$ cat src/rtl/trim_pkg.sv
// constants, carrier types and register map for the user trim register bank
package trim_pkg;
   // ==========================================================
   // bus and field widths
   localparam int ADDR_W = 8;
   localparam int DATA_W = 32;
   localparam int AXES = 3;
   localparam int RAW_W = 14;
   localparam int OFF_W = 5;
   localparam int GAIN_W = 6;
   localparam int OFF_SIGN_BIT = 4;
   localparam int GAIN_SIGN_BIT = 5;
   // ==========================================================
   // register indices, byte address is four times the index
   localparam logic [5:0] IDX_FIRST_ZERO = 6'h33;
   localparam logic [5:0] IDX_SECOND_ZERO = 6'h34;
   localparam logic [5:0] IDX_THIRD_ZERO = 6'h35;
   localparam logic [5:0] IDX_FIRST_GAIN = 6'h36;
   localparam logic [5:0] IDX_SECOND_GAIN = 6'h37;
   localparam logic [5:0] IDX_THIRD_GAIN = 6'h38;
   localparam int IDX_LSB = 2;
   localparam logic [OFF_W-1:0] OFF_RESET = 5'h00;
   localparam logic [GAIN_W-1:0] GAIN_RESET = 6'h00;
   // ==========================================================
   // trim scaling
   localparam int RAW_LSB_UG = 250;
   localparam int OFF_STEP_UG = 15000;
   localparam int OFF_STEP_LSB = OFF_STEP_UG / RAW_LSB_UG;
   // 1.56 % per count is taken as 1/64 of unity gain
   localparam int GAIN_FRAC_BITS = 6;
   localparam int GAIN_UNITY = 2 ** GAIN_FRAC_BITS;
   localparam int OFF_MIN = -(2 ** OFF_SIGN_BIT);
   localparam int OFF_MAX = (2 ** OFF_SIGN_BIT) - 1;
   localparam int GAIN_MIN = -(2 ** GAIN_SIGN_BIT);
   localparam int GAIN_MAX = (2 ** GAIN_SIGN_BIT) - 1;
   localparam int RAW_MIN = -(2 ** (RAW_W - 1));
   localparam int RAW_MAX = (2 ** (RAW_W - 1)) - 1;
   // ==========================================================
   // bus responses
   localparam logic [1:0] RESP_OKAY = 2'h0;
   localparam logic [1:0] RESP_SLVERR = 2'h2;
   // ==========================================================
   // carriers
   typedef struct packed {
      logic valid;
      logic [AXES-1:0][RAW_W-1:0] data;
   } sample_t;
   typedef logic [AXES-1:0][OFF_W-1:0] off_set_t;
   typedef logic [AXES-1:0][GAIN_W-1:0] gain_set_t;
endpackage

$ cat src/rtl/axis_trim_apply.sv
// one axis of trim correction: shared-range sums, gain scaling, offset shift
module axis_trim_apply
   import trim_pkg::*;
(
   // clock and reset
   input wire logic aclk,
   input wire logic aresetn,
   // raw sample
   input wire logic in_valid,
   input wire logic [RAW_W-1:0] in_data,
   // user and factory trims
   input wire logic [OFF_W-1:0] user_off,
   input wire logic [OFF_W-1:0] fac_off,
   input wire logic [GAIN_W-1:0] user_gain,
   input wire logic [GAIN_W-1:0] fac_gain,
   // corrected sample
   output logic out_valid,
   output logic [RAW_W-1:0] out_data
);
   typedef struct packed {
      logic valid;
      logic [RAW_W-1:0] data;
   } apply_state_t;

   apply_state_t st_r;
   apply_state_t st_nxt;

   function automatic int clamp(input int v, input int lo, input int hi);
      int r;
      r = v;
      if (v < lo) begin
         r = lo;
      end else if (v > hi) begin
         r = hi;
      end
      return r;
   endfunction

   // ==========================================================
   // correction
   always_comb begin
      int off_t;
      int gain_t;
      int scaled;
      int sum;
      off_t = 0;
      gain_t = 0;
      scaled = 0;
      sum = 0;
      st_nxt = st_r;
      // user and factory trims share one range
      off_t = clamp(int'($signed(user_off)) + int'($signed(fac_off)), OFF_MIN, OFF_MAX);
      gain_t = clamp(int'($signed(user_gain)) + int'($signed(fac_gain)), GAIN_MIN, GAIN_MAX);
      scaled = (int'($signed(in_data)) * (GAIN_UNITY + gain_t)) >>> GAIN_FRAC_BITS;
      sum = clamp(scaled + off_t * OFF_STEP_LSB, RAW_MIN, RAW_MAX);
      st_nxt.valid = in_valid;
      if (in_valid) begin
         st_nxt.data = RAW_W'(sum);
      end
   end

   always_ff @(posedge aclk) begin
      st_r <= aresetn ? st_nxt : '0;
   end

   assign out_valid = st_r.valid;
   assign out_data = st_r.data;
endmodule

$ cat src/rtl/axis_user_trim_regs.sv
// user offset and gain trim register bank with AXI4-Lite access and trim datapath
// ==========================================================
// Summary of operation
// - The first-axis offset trim is a signed five-bit count shifting that axis by 15 mg each.
// - The second-axis offset trim is a signed five-bit count shifting that axis by 15 mg each.
// - The third-axis offset trim is a signed five-bit count shifting that axis by 15 mg each.
// - The first-axis gain trim is a signed six-bit count scaling gain by 1.56 % each.
// - The second-axis gain trim is a signed six-bit count scaling gain by 1.56 % each.
// - Each user offset trim adds to the factory offset trim inside one saturating range.
// - Each user gain trim adds to the factory gain trim inside one saturating range.
// - All offset and gain trim registers read zero after reset.
// - A third-axis six-bit signed gain trim scales that axis by 1.56 % per count.
//
// The AXI4-Lite register port is this design's own decision.
module axis_user_trim_regs
   import trim_pkg::*;
(
   // clock and reset
   input wire logic aclk,
   input wire logic aresetn,
   // axi4-lite write address
   input wire logic awvalid,
   output logic awready,
   input wire logic [ADDR_W-1:0] awaddr,
   input wire logic [2:0] awprot,
   // axi4-lite write data
   input wire logic wvalid,
   output logic wready,
   input wire logic [DATA_W-1:0] wdata,
   input wire logic [3:0] wstrb,
   // axi4-lite write response
   output logic bvalid,
   input wire logic bready,
   output logic [1:0] bresp,
   // axi4-lite read address
   input wire logic arvalid,
   output logic arready,
   input wire logic [ADDR_W-1:0] araddr,
   input wire logic [2:0] arprot,
   // axi4-lite read data
   output logic rvalid,
   input wire logic rready,
   output logic [DATA_W-1:0] rdata,
   output logic [1:0] rresp,
   // factory trims
   input wire off_set_t fac_off,
   input wire gain_set_t fac_gain,
   // samples
   input wire sample_t sample_in,
   output sample_t sample_out
);
   typedef struct packed {
      off_set_t off;
      gain_set_t gain;
      logic aw_have;
      logic [ADDR_W-1:0] aw_addr;
      logic w_have;
      logic [7:0] w_data;
      logic w_lane0;
      logic awready;
      logic wready;
      logic bvalid;
      logic [1:0] bresp;
      logic arready;
      logic rvalid;
      logic [DATA_W-1:0] rdata;
      logic [1:0] rresp;
   } regs_state_t;

   regs_state_t st_r;
   regs_state_t st_nxt;
   logic [AXES-1:0] valid_vec;
   logic [AXES-1:0][RAW_W-1:0] data_vec;

   // ==========================================================
   // address decode: 0..2 offset of axis, 3..5 gain of axis, -1 unmapped
   function automatic int decode(input logic [ADDR_W-1:0] a);
      logic [5:0] idx;
      int r;
      idx = a[ADDR_W-1:IDX_LSB];
      r = -1;
      unique case (idx)
         IDX_FIRST_ZERO: r = 0;
         IDX_SECOND_ZERO: r = 1;
         IDX_THIRD_ZERO: r = 2;
         IDX_FIRST_GAIN: r = AXES;
         IDX_SECOND_GAIN: r = AXES + 1;
         IDX_THIRD_GAIN: r = AXES + 2;
         default: r = -1;
      endcase
      return r;
   endfunction

   // ==========================================================
   // register file and bus slave
   always_comb begin
      int wsel;
      int rsel;
      wsel = decode(st_r.aw_addr);
      rsel = decode(araddr);
      st_nxt = st_r;
      if (awvalid && st_r.awready) begin
         st_nxt.aw_have = 1'b1;
         st_nxt.aw_addr = awaddr;
      end
      if (wvalid && st_r.wready) begin
         st_nxt.w_have = 1'b1;
         st_nxt.w_data = wdata[7:0];
         st_nxt.w_lane0 = wstrb[0];
      end
      if (st_r.bvalid && bready) begin
         st_nxt.bvalid = 1'b0;
      end
      if (st_r.aw_have && st_r.w_have && !st_r.bvalid) begin
         for (int a = 0; a < AXES; a++) begin
            if (st_r.w_lane0 && wsel == a) begin
               st_nxt.off[a] = st_r.w_data[OFF_W-1:0];
            end
            if (st_r.w_lane0 && wsel == AXES + a) begin
               st_nxt.gain[a] = st_r.w_data[GAIN_W-1:0];
            end
         end
         st_nxt.aw_have = 1'b0;
         st_nxt.w_have = 1'b0;
         st_nxt.bvalid = 1'b1;
         st_nxt.bresp = (wsel < 0) ? RESP_SLVERR : RESP_OKAY;
      end
      if (st_r.rvalid && rready) begin
         st_nxt.rvalid = 1'b0;
      end
      if (arvalid && st_r.arready) begin
         st_nxt.rvalid = 1'b1;
         st_nxt.rdata = '0;
         st_nxt.rresp = (rsel < 0) ? RESP_SLVERR : RESP_OKAY;
         for (int a = 0; a < AXES; a++) begin
            if (rsel == a) begin
               st_nxt.rdata = {{(DATA_W-OFF_W){1'b0}}, st_r.off[a]};
            end
            if (rsel == AXES + a) begin
               st_nxt.rdata = {{(DATA_W-GAIN_W){1'b0}}, st_r.gain[a]};
            end
         end
      end
      st_nxt.awready = !st_nxt.aw_have && !st_nxt.bvalid;
      st_nxt.wready = !st_nxt.w_have && !st_nxt.bvalid;
      st_nxt.arready = !st_nxt.rvalid;
   end

   // reset clears every trim to zero
   always_ff @(posedge aclk) begin
      st_r <= aresetn ? st_nxt : '0;
   end

   assign awready = st_r.awready;
   assign wready = st_r.wready;
   assign bvalid = st_r.bvalid;
   assign bresp = st_r.bresp;
   assign arready = st_r.arready;
   assign rvalid = st_r.rvalid;
   assign rdata = st_r.rdata;
   assign rresp = st_r.rresp;

   // ==========================================================
   // per-axis trim datapath
   for (genvar g = 0; g < AXES; g++) begin : g_axis
      axis_trim_apply u_apply (
         .aclk(aclk),
         .aresetn(aresetn),
         .in_valid(sample_in.valid),
         .in_data(sample_in.data[g]),
         .user_off(st_r.off[g]),
         .fac_off(fac_off[g]),
         .user_gain(st_r.gain[g]),
         .fac_gain(fac_gain[g]),
         .out_valid(valid_vec[g]),
         .out_data(data_vec[g])
      );
   end

   assign sample_out.valid = &valid_vec;
   assign sample_out.data = data_vec;

   // ==========================================================
   // checks
   function automatic int soff(input logic [OFF_W-1:0] v);
      return int'($signed(v));
   endfunction

   function automatic int sgain(input logic [GAIN_W-1:0] v);
      return int'($signed(v));
   endfunction

   function automatic int sraw(input logic [RAW_W-1:0] v);
      return int'($signed(v));
   endfunction
endmodule

$ cat config.mk
export PLATFORM = sky130hd
export DESIGN_NAME = axis_user_trim_regs
export DESIGN_NICKNAME = d
export VERILOG_FILES = /design/src/rtl/trim_pkg.sv /design/src/rtl/axis_trim_apply.sv /design/src/rtl/axis_user_trim_regs.sv
export SDC_FILE = /design/constraint.sdc
export NUM_CORES = 1
export LEC_CHECK = 0
export ABC_CLOCK_PERIOD_IN_PS = 25200
export BUFFER_PORTS_ARGS = -buffer_cell sky130_fd_sc_hd__buf_2
export CELL_PAD_IN_SITES_DETAIL_PLACEMENT = 1
export CELL_PAD_IN_SITES_GLOBAL_PLACEMENT = 2
export CORE_UTILIZATION = 41
export DETAILED_ROUTE_END_ITERATION = 16
export GPL_ROUTABILITY_DRIVEN = 0
export PLACE_DENSITY_LB_ADDON = 0.3
export SLEW_MARGIN = 15
export SYNTH_ARGS = -nofsm -noshare
export SYNTH_HDL_FRONTEND = slang
export SYNTH_SLANG_ARGS = --single-unit
$ cat constraint.sdc
create_clock -name aclk -period 25.2 [get_ports aclk]
set_input_delay 3.78 -clock aclk [delete_from_list [all_inputs] [get_ports aclk]]
set_output_delay 3.78 -clock aclk [all_outputs]
set_load 0.005 [all_outputs]
Word level (Yosys, flattened, before mapping) --
Cells that the tools add are included.
Storage, ports and cells: logic and storage cells 147, output and inout port bits 84, input port bits 141, register bits after elaboration 136
Cells by class: $lt $le $gt $ge 20, multiply operators 6, add/sub/neg operators 12, muxes and demuxes 36, reduce and logical (&&, ||, !) cells 28, equal/unequal tests 22
Operators with widths (count):
- $mux W32 | 16
- $pmux W32 S6 | 2
- $eq A32 B3 Y1 const B | 4
- $eq A32 B4 Y1 const B | 4
- $add A26 B32 Y32 | 3
- $add A8 B32 Y32 const A | 3
- $gt A32 B14 Y1 const B | 3
- $gt A32 B5 Y1 const B | 3
- $gt A32 B6 Y1 const B | 3
- $lt A32 B14 Y1 const B | 3
- $lt A32 B5 Y1 const B | 3
- $lt A32 B6 Y1 const B | 3
- $mul A14 B32 Y32 | 3
- $mul A32 B5 Y30 const B | 3
- $mux W14 | 6
- $eq A6 B6 Y1 const B | 12
- $eq A32 B2 Y1 const B | 2
- $logic_not A32 Y1 | 2
- $lt A32 B1 Y1 const B | 2
- $mux W35 | 1
- $add A6 B6 Y7 | 3
- $add A5 B5 Y6 | 3
- $logic_and A1 B1 Y1 | 15
- $reduce_and A2 Y1 | 6
- other kinds (8) | 16

Depth between registers and ports, before layout --
word-level depth 11, mapped depth 45, mapped depth without buffers 42

Modules after synthesis --
A second synthesis with hierarchy kept.
Unflattened totals: cell total of the unflattened synthesis 3096, area total of the unflattened synthesis 25793.5 um^2
By module, submodules not included:
- axis_trim_apply at g_axis[0].u_apply | instances 1, cells an instance 959, seq. area each 300.3 um^2, area each 7797.5 um^2
- axis_trim_apply at g_axis[1].u_apply | instances 1, cells an instance 930, seq. area each 300.3 um^2, area each 7669.9 um^2
- axis_trim_apply at g_axis[2].u_apply | instances 1, cells an instance 887, seq. area each 300.3 um^2, area each 7420.9 um^2
- axis_user_trim_regs | instances 1, cells an instance 320, seq. area each 1221.2 um^2, area each 2905.3 um^2

Least setup slack after synthesis --
OpenSTA, ideal clock, no wires.
kind input -> register, from input port fac_gain[12] (netlist bit), to register g_axis[2].u_apply.st_r, in the netlist g_axis[2].u_apply.out_data[2], path buffers 2, slack 11.544 ns, required time 25.141 ns, setup time 0.059 ns, stages on the path 41, arrival time 13.596 ns, cell sequence ha_1 > fa_1 > a211o_1 > a2111oi_4 > mux2i_1 > nand2_1 > nand2_1 > clkbuf_1 > and2_1 > fa_1 > inv_1 > fa_1 > inv_1 > ha_1 > ha_1 > fa_1 > fa_1 > ha_1 > (+5 left out) > or2_1 > a21oi_1 > nor2b_1 > o21a_1 > nor2_1 > xnor2_1 > ha_1 > and3_2 > and2_2 > a32o_2 > o31ai_1 > xor2_1 > or4_1 > or4b_1 > or4_4 > buf_6 > nand2_1 > o221a_2
On the way: cells in the longest elaborated chain, start to end 10, elaborated cells between the ends (all ways) 12, those cells by class 3 x add/sub; 1 x mul; 4 x order compare; 4 x mux
RTL lines:
- start: declaration | RTL line axis_user_trim_regs.sv:47 | input wire gain_set_t fac_gain,
- $add A6 B6 Y7 (*) | RTL line axis_trim_apply.sv:53 | gain_t = clamp(int'($signed(user_gain)) + int'($signed(fac_gain)), GAIN_MIN, GAIN_MAX);
- $gt A32 B6 Y1 | RTL line axis_trim_apply.sv:33 | end else if (v > hi) begin
- $mux W32 | RTL line axis_trim_apply.sv:33
- $mux W32 (*) | RTL line axis_trim_apply.sv:31 | if (v < lo) begin
- $add A8 B32 Y32 (*) | RTL line axis_trim_apply.sv:54 | scaled = (int'($signed(in_data)) * (GAIN_UNITY + gain_t)) >>> GAIN_FRAC_BITS;
- $mul A14 B32 Y32 (*) | RTL line axis_trim_apply.sv:54
- $add A26 B32 Y32 (*) | RTL line axis_trim_apply.sv:55 | sum = clamp(scaled + off_t * OFF_STEP_LSB, RAW_MIN, RAW_MAX);
- $gt A32 B14 Y1 | RTL line axis_trim_apply.sv:33
- $mux W14 | RTL line axis_trim_apply.sv:33
- $mux W14 (*) | RTL line axis_trim_apply.sv:31
- end signal: assignment | RTL line axis_trim_apply.sv:63 | st_r <= aresetn ? st_nxt : '0;
- end: declaration | RTL line axis_trim_apply.sv:25 | apply_state_t st_r;
Mark *: on every way between the ends. The rest lies on a longest branch, timed or not. A chain may end at the register's enable or synchronous reset.

Final worst setup path --
from input port fac_gain[12] (netlist bit), to register g_axis[2].u_apply.st_r, in the netlist g_axis[2].u_apply.out_data[12]
Same word-level chain as after synthesis.

==> key figures <==
Status
  • Result of the run: finished clean

Global route
  • Total congestion overflow: 0
  • Antenna violations before repair: 9
  • Global-route wire length before repair: roughly 110 mm
  • All-Layer GR Usage: about a quarter
  • Pin count of the biggest net entering global routing: 52
  • Vias in the first global route: 22,400

Cells and area
  • Antenna diode instance count: 0
  • Leading cell type in the layout, fill and taps excluded: sky130_fd_sc_hd__ha_1
  • Final instance count without filler cells: just under 4,000
  • Fraction of final layout cells with drive strength greater than 1: approximately 7.6%
  • Area overhead of the layout relative to synthesis: 6.79%
  • Commonest cells after routing, fill and taps aside: sky130_fd_sc_hd__ha_1, sky130_fd_sc_hd__inv_1, sky130_fd_sc_hd__nand2_1, sky130_fd_sc_hd__fa_1, sky130_fd_sc_hd__a21oi_1
  • Post-route cell area: 26,500 um^2
  • Number of nets in the layout: between 3,000 and 4,000

Clock tree
  • Clock-pin slew reported for the worst setup and hold paths after clock tree synthesis: 0.09 ns
  • Number of buffers inserted during clock tree synthesis: 9
  • CTS Sinks: around 100
  • Cts repair resizes: 0
  • Number of post-CTS setup repair buffers: 0
  • Number of hold buffers added after CTS: 0
  • Max H-tree Level: 3
  • Bufs on Longest Clock Path: 2
  • Clock tree from TritonCTS: yes
  • Clock Latency Late Sink: roughly 0.38 ns
  • CTS root buf: sky130_fd_sc_hd__clkbuf_16

Synth
  • Sequential area share after synthesis: 8.39%
  • Mapped Cells: between 2,000 and 3,000
  • EDFF count, synth: 0
  • #FFs+latches synth: 104
  • Number of warning messages in the yosys log: 0
  • Share of async-settable or async-resettable flops after synthesis: 0%
  • Syn Std Cell Area: ~25,000 um^2
  • Most frequently used flop master after synthesis: sky130_fd_sc_hd__dfxtp_1
  • Mean post-synth cell area: 8.30 um^2
  • Number of library cell types mapped by synthesis: 92

Placement
  • Cell Count Post-Placement: between 3,000 and 4,000
  • Total of buffers placed on input and output ports: approximately 160
  • Total cell area at the placement stage: ~26,000 um^2
  • Pre-CTS setup slack: 10.07 ns
  • Detailed placement HPWL: 61.2 mm

Critical path
  • Endpoint of the most critical register-to-register path: g_axis[1].u_apply.out_data[3]
  • Slowest CP cell: sky130_fd_sc_hd__or4_4
  • Largest fanout on the critical path: 30
  • Worst Setup Path Type: in -> reg
  • Kind of launch point of the worst setup path: input pin
  • Worst setup EP type: register
  • Stage delay of the slowest cell on the critical path: around 0.67 ns
  • R2R Setup Slk: around 14 ns
  • Launching point of the worst reg2reg path: st_r[66]
  • Crit path arrival time: approximately 15 ns
  • Critical Path RT: between 20 and 30 ns
  • FF-to-FF path depth: 38

STA
  • Hold Violations, Final: 0
  • Final-report setup violation count: 0
  • Final critical path time including I/O delays and setup: about 15 ns
  • Final period utilization: between 50% and 60%
  • Transition time of the tightest slew-check pin: approximately 0.98 ns
  • Max-slew violation count: 0
  • Slew HR: between 30% and 40%
  • Setup repair after global routing missed its margin: no
  • Fin Clk Skew: between 0.015 and 0.02 ns
  • Setup TNS: 0 ns
  • Maximum clock frequency: just under 70 MHz
  • Worst path setup slack after routing: 10.47 ns
  • Final hold slack: 0.461 ns

Die
  • Area inside the core boundary: just under 60,000 um^2
  • Number of cell rows: slightly below 90
  • Floorplan die height: 248 um
  • Count of boundary I/O pins: roughly 230
  • Chip Width: between 200 and 250 um
  • Initial core utilization: 41.7%
  • Die Footprint: approximately 60,000 um^2

Route
  • Total detailed-routing wirelength: 71.0 mm
  • Drt drc: 0
  • Via density per instance: roughly 5.5
  • Number of nets with antenna violations after detailed routing: 0
  • Vias post-DR: 21,300
  • Average detailed-routed wire length per instance: ~18 um
  • Initial DRC count: 669
  • Initial DRT Pass Iterations: 5

Power and ir drop
  • Worst vdd ir: slightly below 0.0001 V
  • Leakage power of the design: approximately 14 nW
  • Power density cells: between 100 and 150 nW/um^2

Worst hold path
  • Worst hold path type: reg -> reg
  • Hold path startpoint: st_r[41]
  • Worst hold path stage count: 2
  • Worst hold endpoint: st_r[41]

Flow run
  • Count of max-cap constraint violations: 0
[metrics by stage]
step | power [mW] | util (%)
finish | 3.22 | 44.6
global route | 3.63 | 44.6
CTS | 3.27 | 44.6
detailed placement | 3.10 | 44.0
global placement | 3.01 | 44.0
floorplan | 2.38 | -
[cell type report]
cell class,count,area [um^2]
fill,7154,33000
multi-input combinational,2484,21100
sequential,104,2080
inverter,316,1190
tap,773,967
timing repair buffer,172,898
clock buffer,9,225
clock inverter,7,88.8
[synth_stat cells (14+ instances only)]
cell type,n,area [um^2]
sky130_fd_sc_hd__o221a_2,14,158
sky130_fd_sc_hd__a21o_1,62,465
sky130_fd_sc_hd__a221oi_1,29,254
sky130_fd_sc_hd__inv_1,313,1170
sky130_fd_sc_hd__dfxtp_1,104,2080
sky130_fd_sc_hd__o21a_1,42,315
sky130_fd_sc_hd__a21oi_1,191,956
sky130_fd_sc_hd__nor2_1,187,702
sky130_fd_sc_hd__xnor2_1,116,1020
sky130_fd_sc_hd__clkbuf_1,61,229
sky130_fd_sc_hd__ha_1,486,6080
sky130_fd_sc_hd__nor3_1,41,205
sky130_fd_sc_hd__and2_1,171,1070
sky130_fd_sc_hd__fa_1,201,4020
sky130_fd_sc_hd__nand2_1,247,927
sky130_fd_sc_hd__nand2b_1,52,325
sky130_fd_sc_hd__o21bai_1,22,165
sky130_fd_sc_hd__a211oi_1,38,285
sky130_fd_sc_hd__nor2b_1,67,419
sky130_fd_sc_hd__mux2i_1,46,460
sky130_fd_sc_hd__nand3_1,46,230
sky130_fd_sc_hd__o21ai_0,104,521
sky130_fd_sc_hd__buf_4,41,308
sky130_fd_sc_hd__nand4_1,16,100
sky130_fd_sc_hd__a31oi_1,15,93.8
sky130_fd_sc_hd__and3_1,26,163
sky130_fd_sc_hd__xor2_1,60,526
[how the worst max path moves through the flow]
stage,from,end,depth (start not counted)
floorplan,fac_gain[12],g_axis[2].u_apply.out_data[2],41
global route,fac_gain[6],g_axis[1].u_apply.out_data[5],40
global placement,fac_gain[12],g_axis[2].u_apply.out_data[12],41
CTS,fac_gain[6],g_axis[1].u_apply.out_data[5],39
finish,fac_gain[12],g_axis[2].u_apply.out_data[12],41
detailed placement,fac_gain[6],g_axis[1].u_apply.out_data[5],39
[flip-flops by register name, indices dropped and copies added (netlist names)]
signal                    flops
st_r                         48
g_axis.u_apply.out_data      42
rdata                         6
arready                       1
awready                       1
bresp                         1
bvalid                        1
g_axis.u_apply.out_valid      1
rresp                         1
rvalid                        1
wready                        1
[layer usage]
metal / track usage [%] / routed length, um / vias up
met3: 2.14 / 1950 / 80
met4: 6.78 / 1950 / 18
met2: 40.9 / 34200 / 254
li1: - / - / 10400
met1: 30.1 / 32800 / 10600
met5: 0 / 114 / -
[cell families after synthesis]
kind of cell    synth area share [%]
xor+xnor                        6.21
compound gates                  16.6
simple gates                    18.9
buf+inv                         7.23
flops                           8.39
fa+ha+maj                       40.7
mux                             1.95
other cells                   0.0151
[critical path, delay by kind of cell]
kind,cells,cell delay [ns]
buffers and inverters,4,0.46
adders and majority gates,10,3.97
xor gates and xnor gates,2,0.28
and+or+nand+nor,13,3.86
AOI/OAI and AO/OA,12,2.67
[report_power, final]
group          switching (mW)  total (mW)  internal, mW
combinational            1.66        2.86          1.20
clock                  0.0809       0.153        0.0723
sequential             0.0195       0.206         0.187
total                    1.76        3.22          1.46
Power figures use the tool's default switching activity.
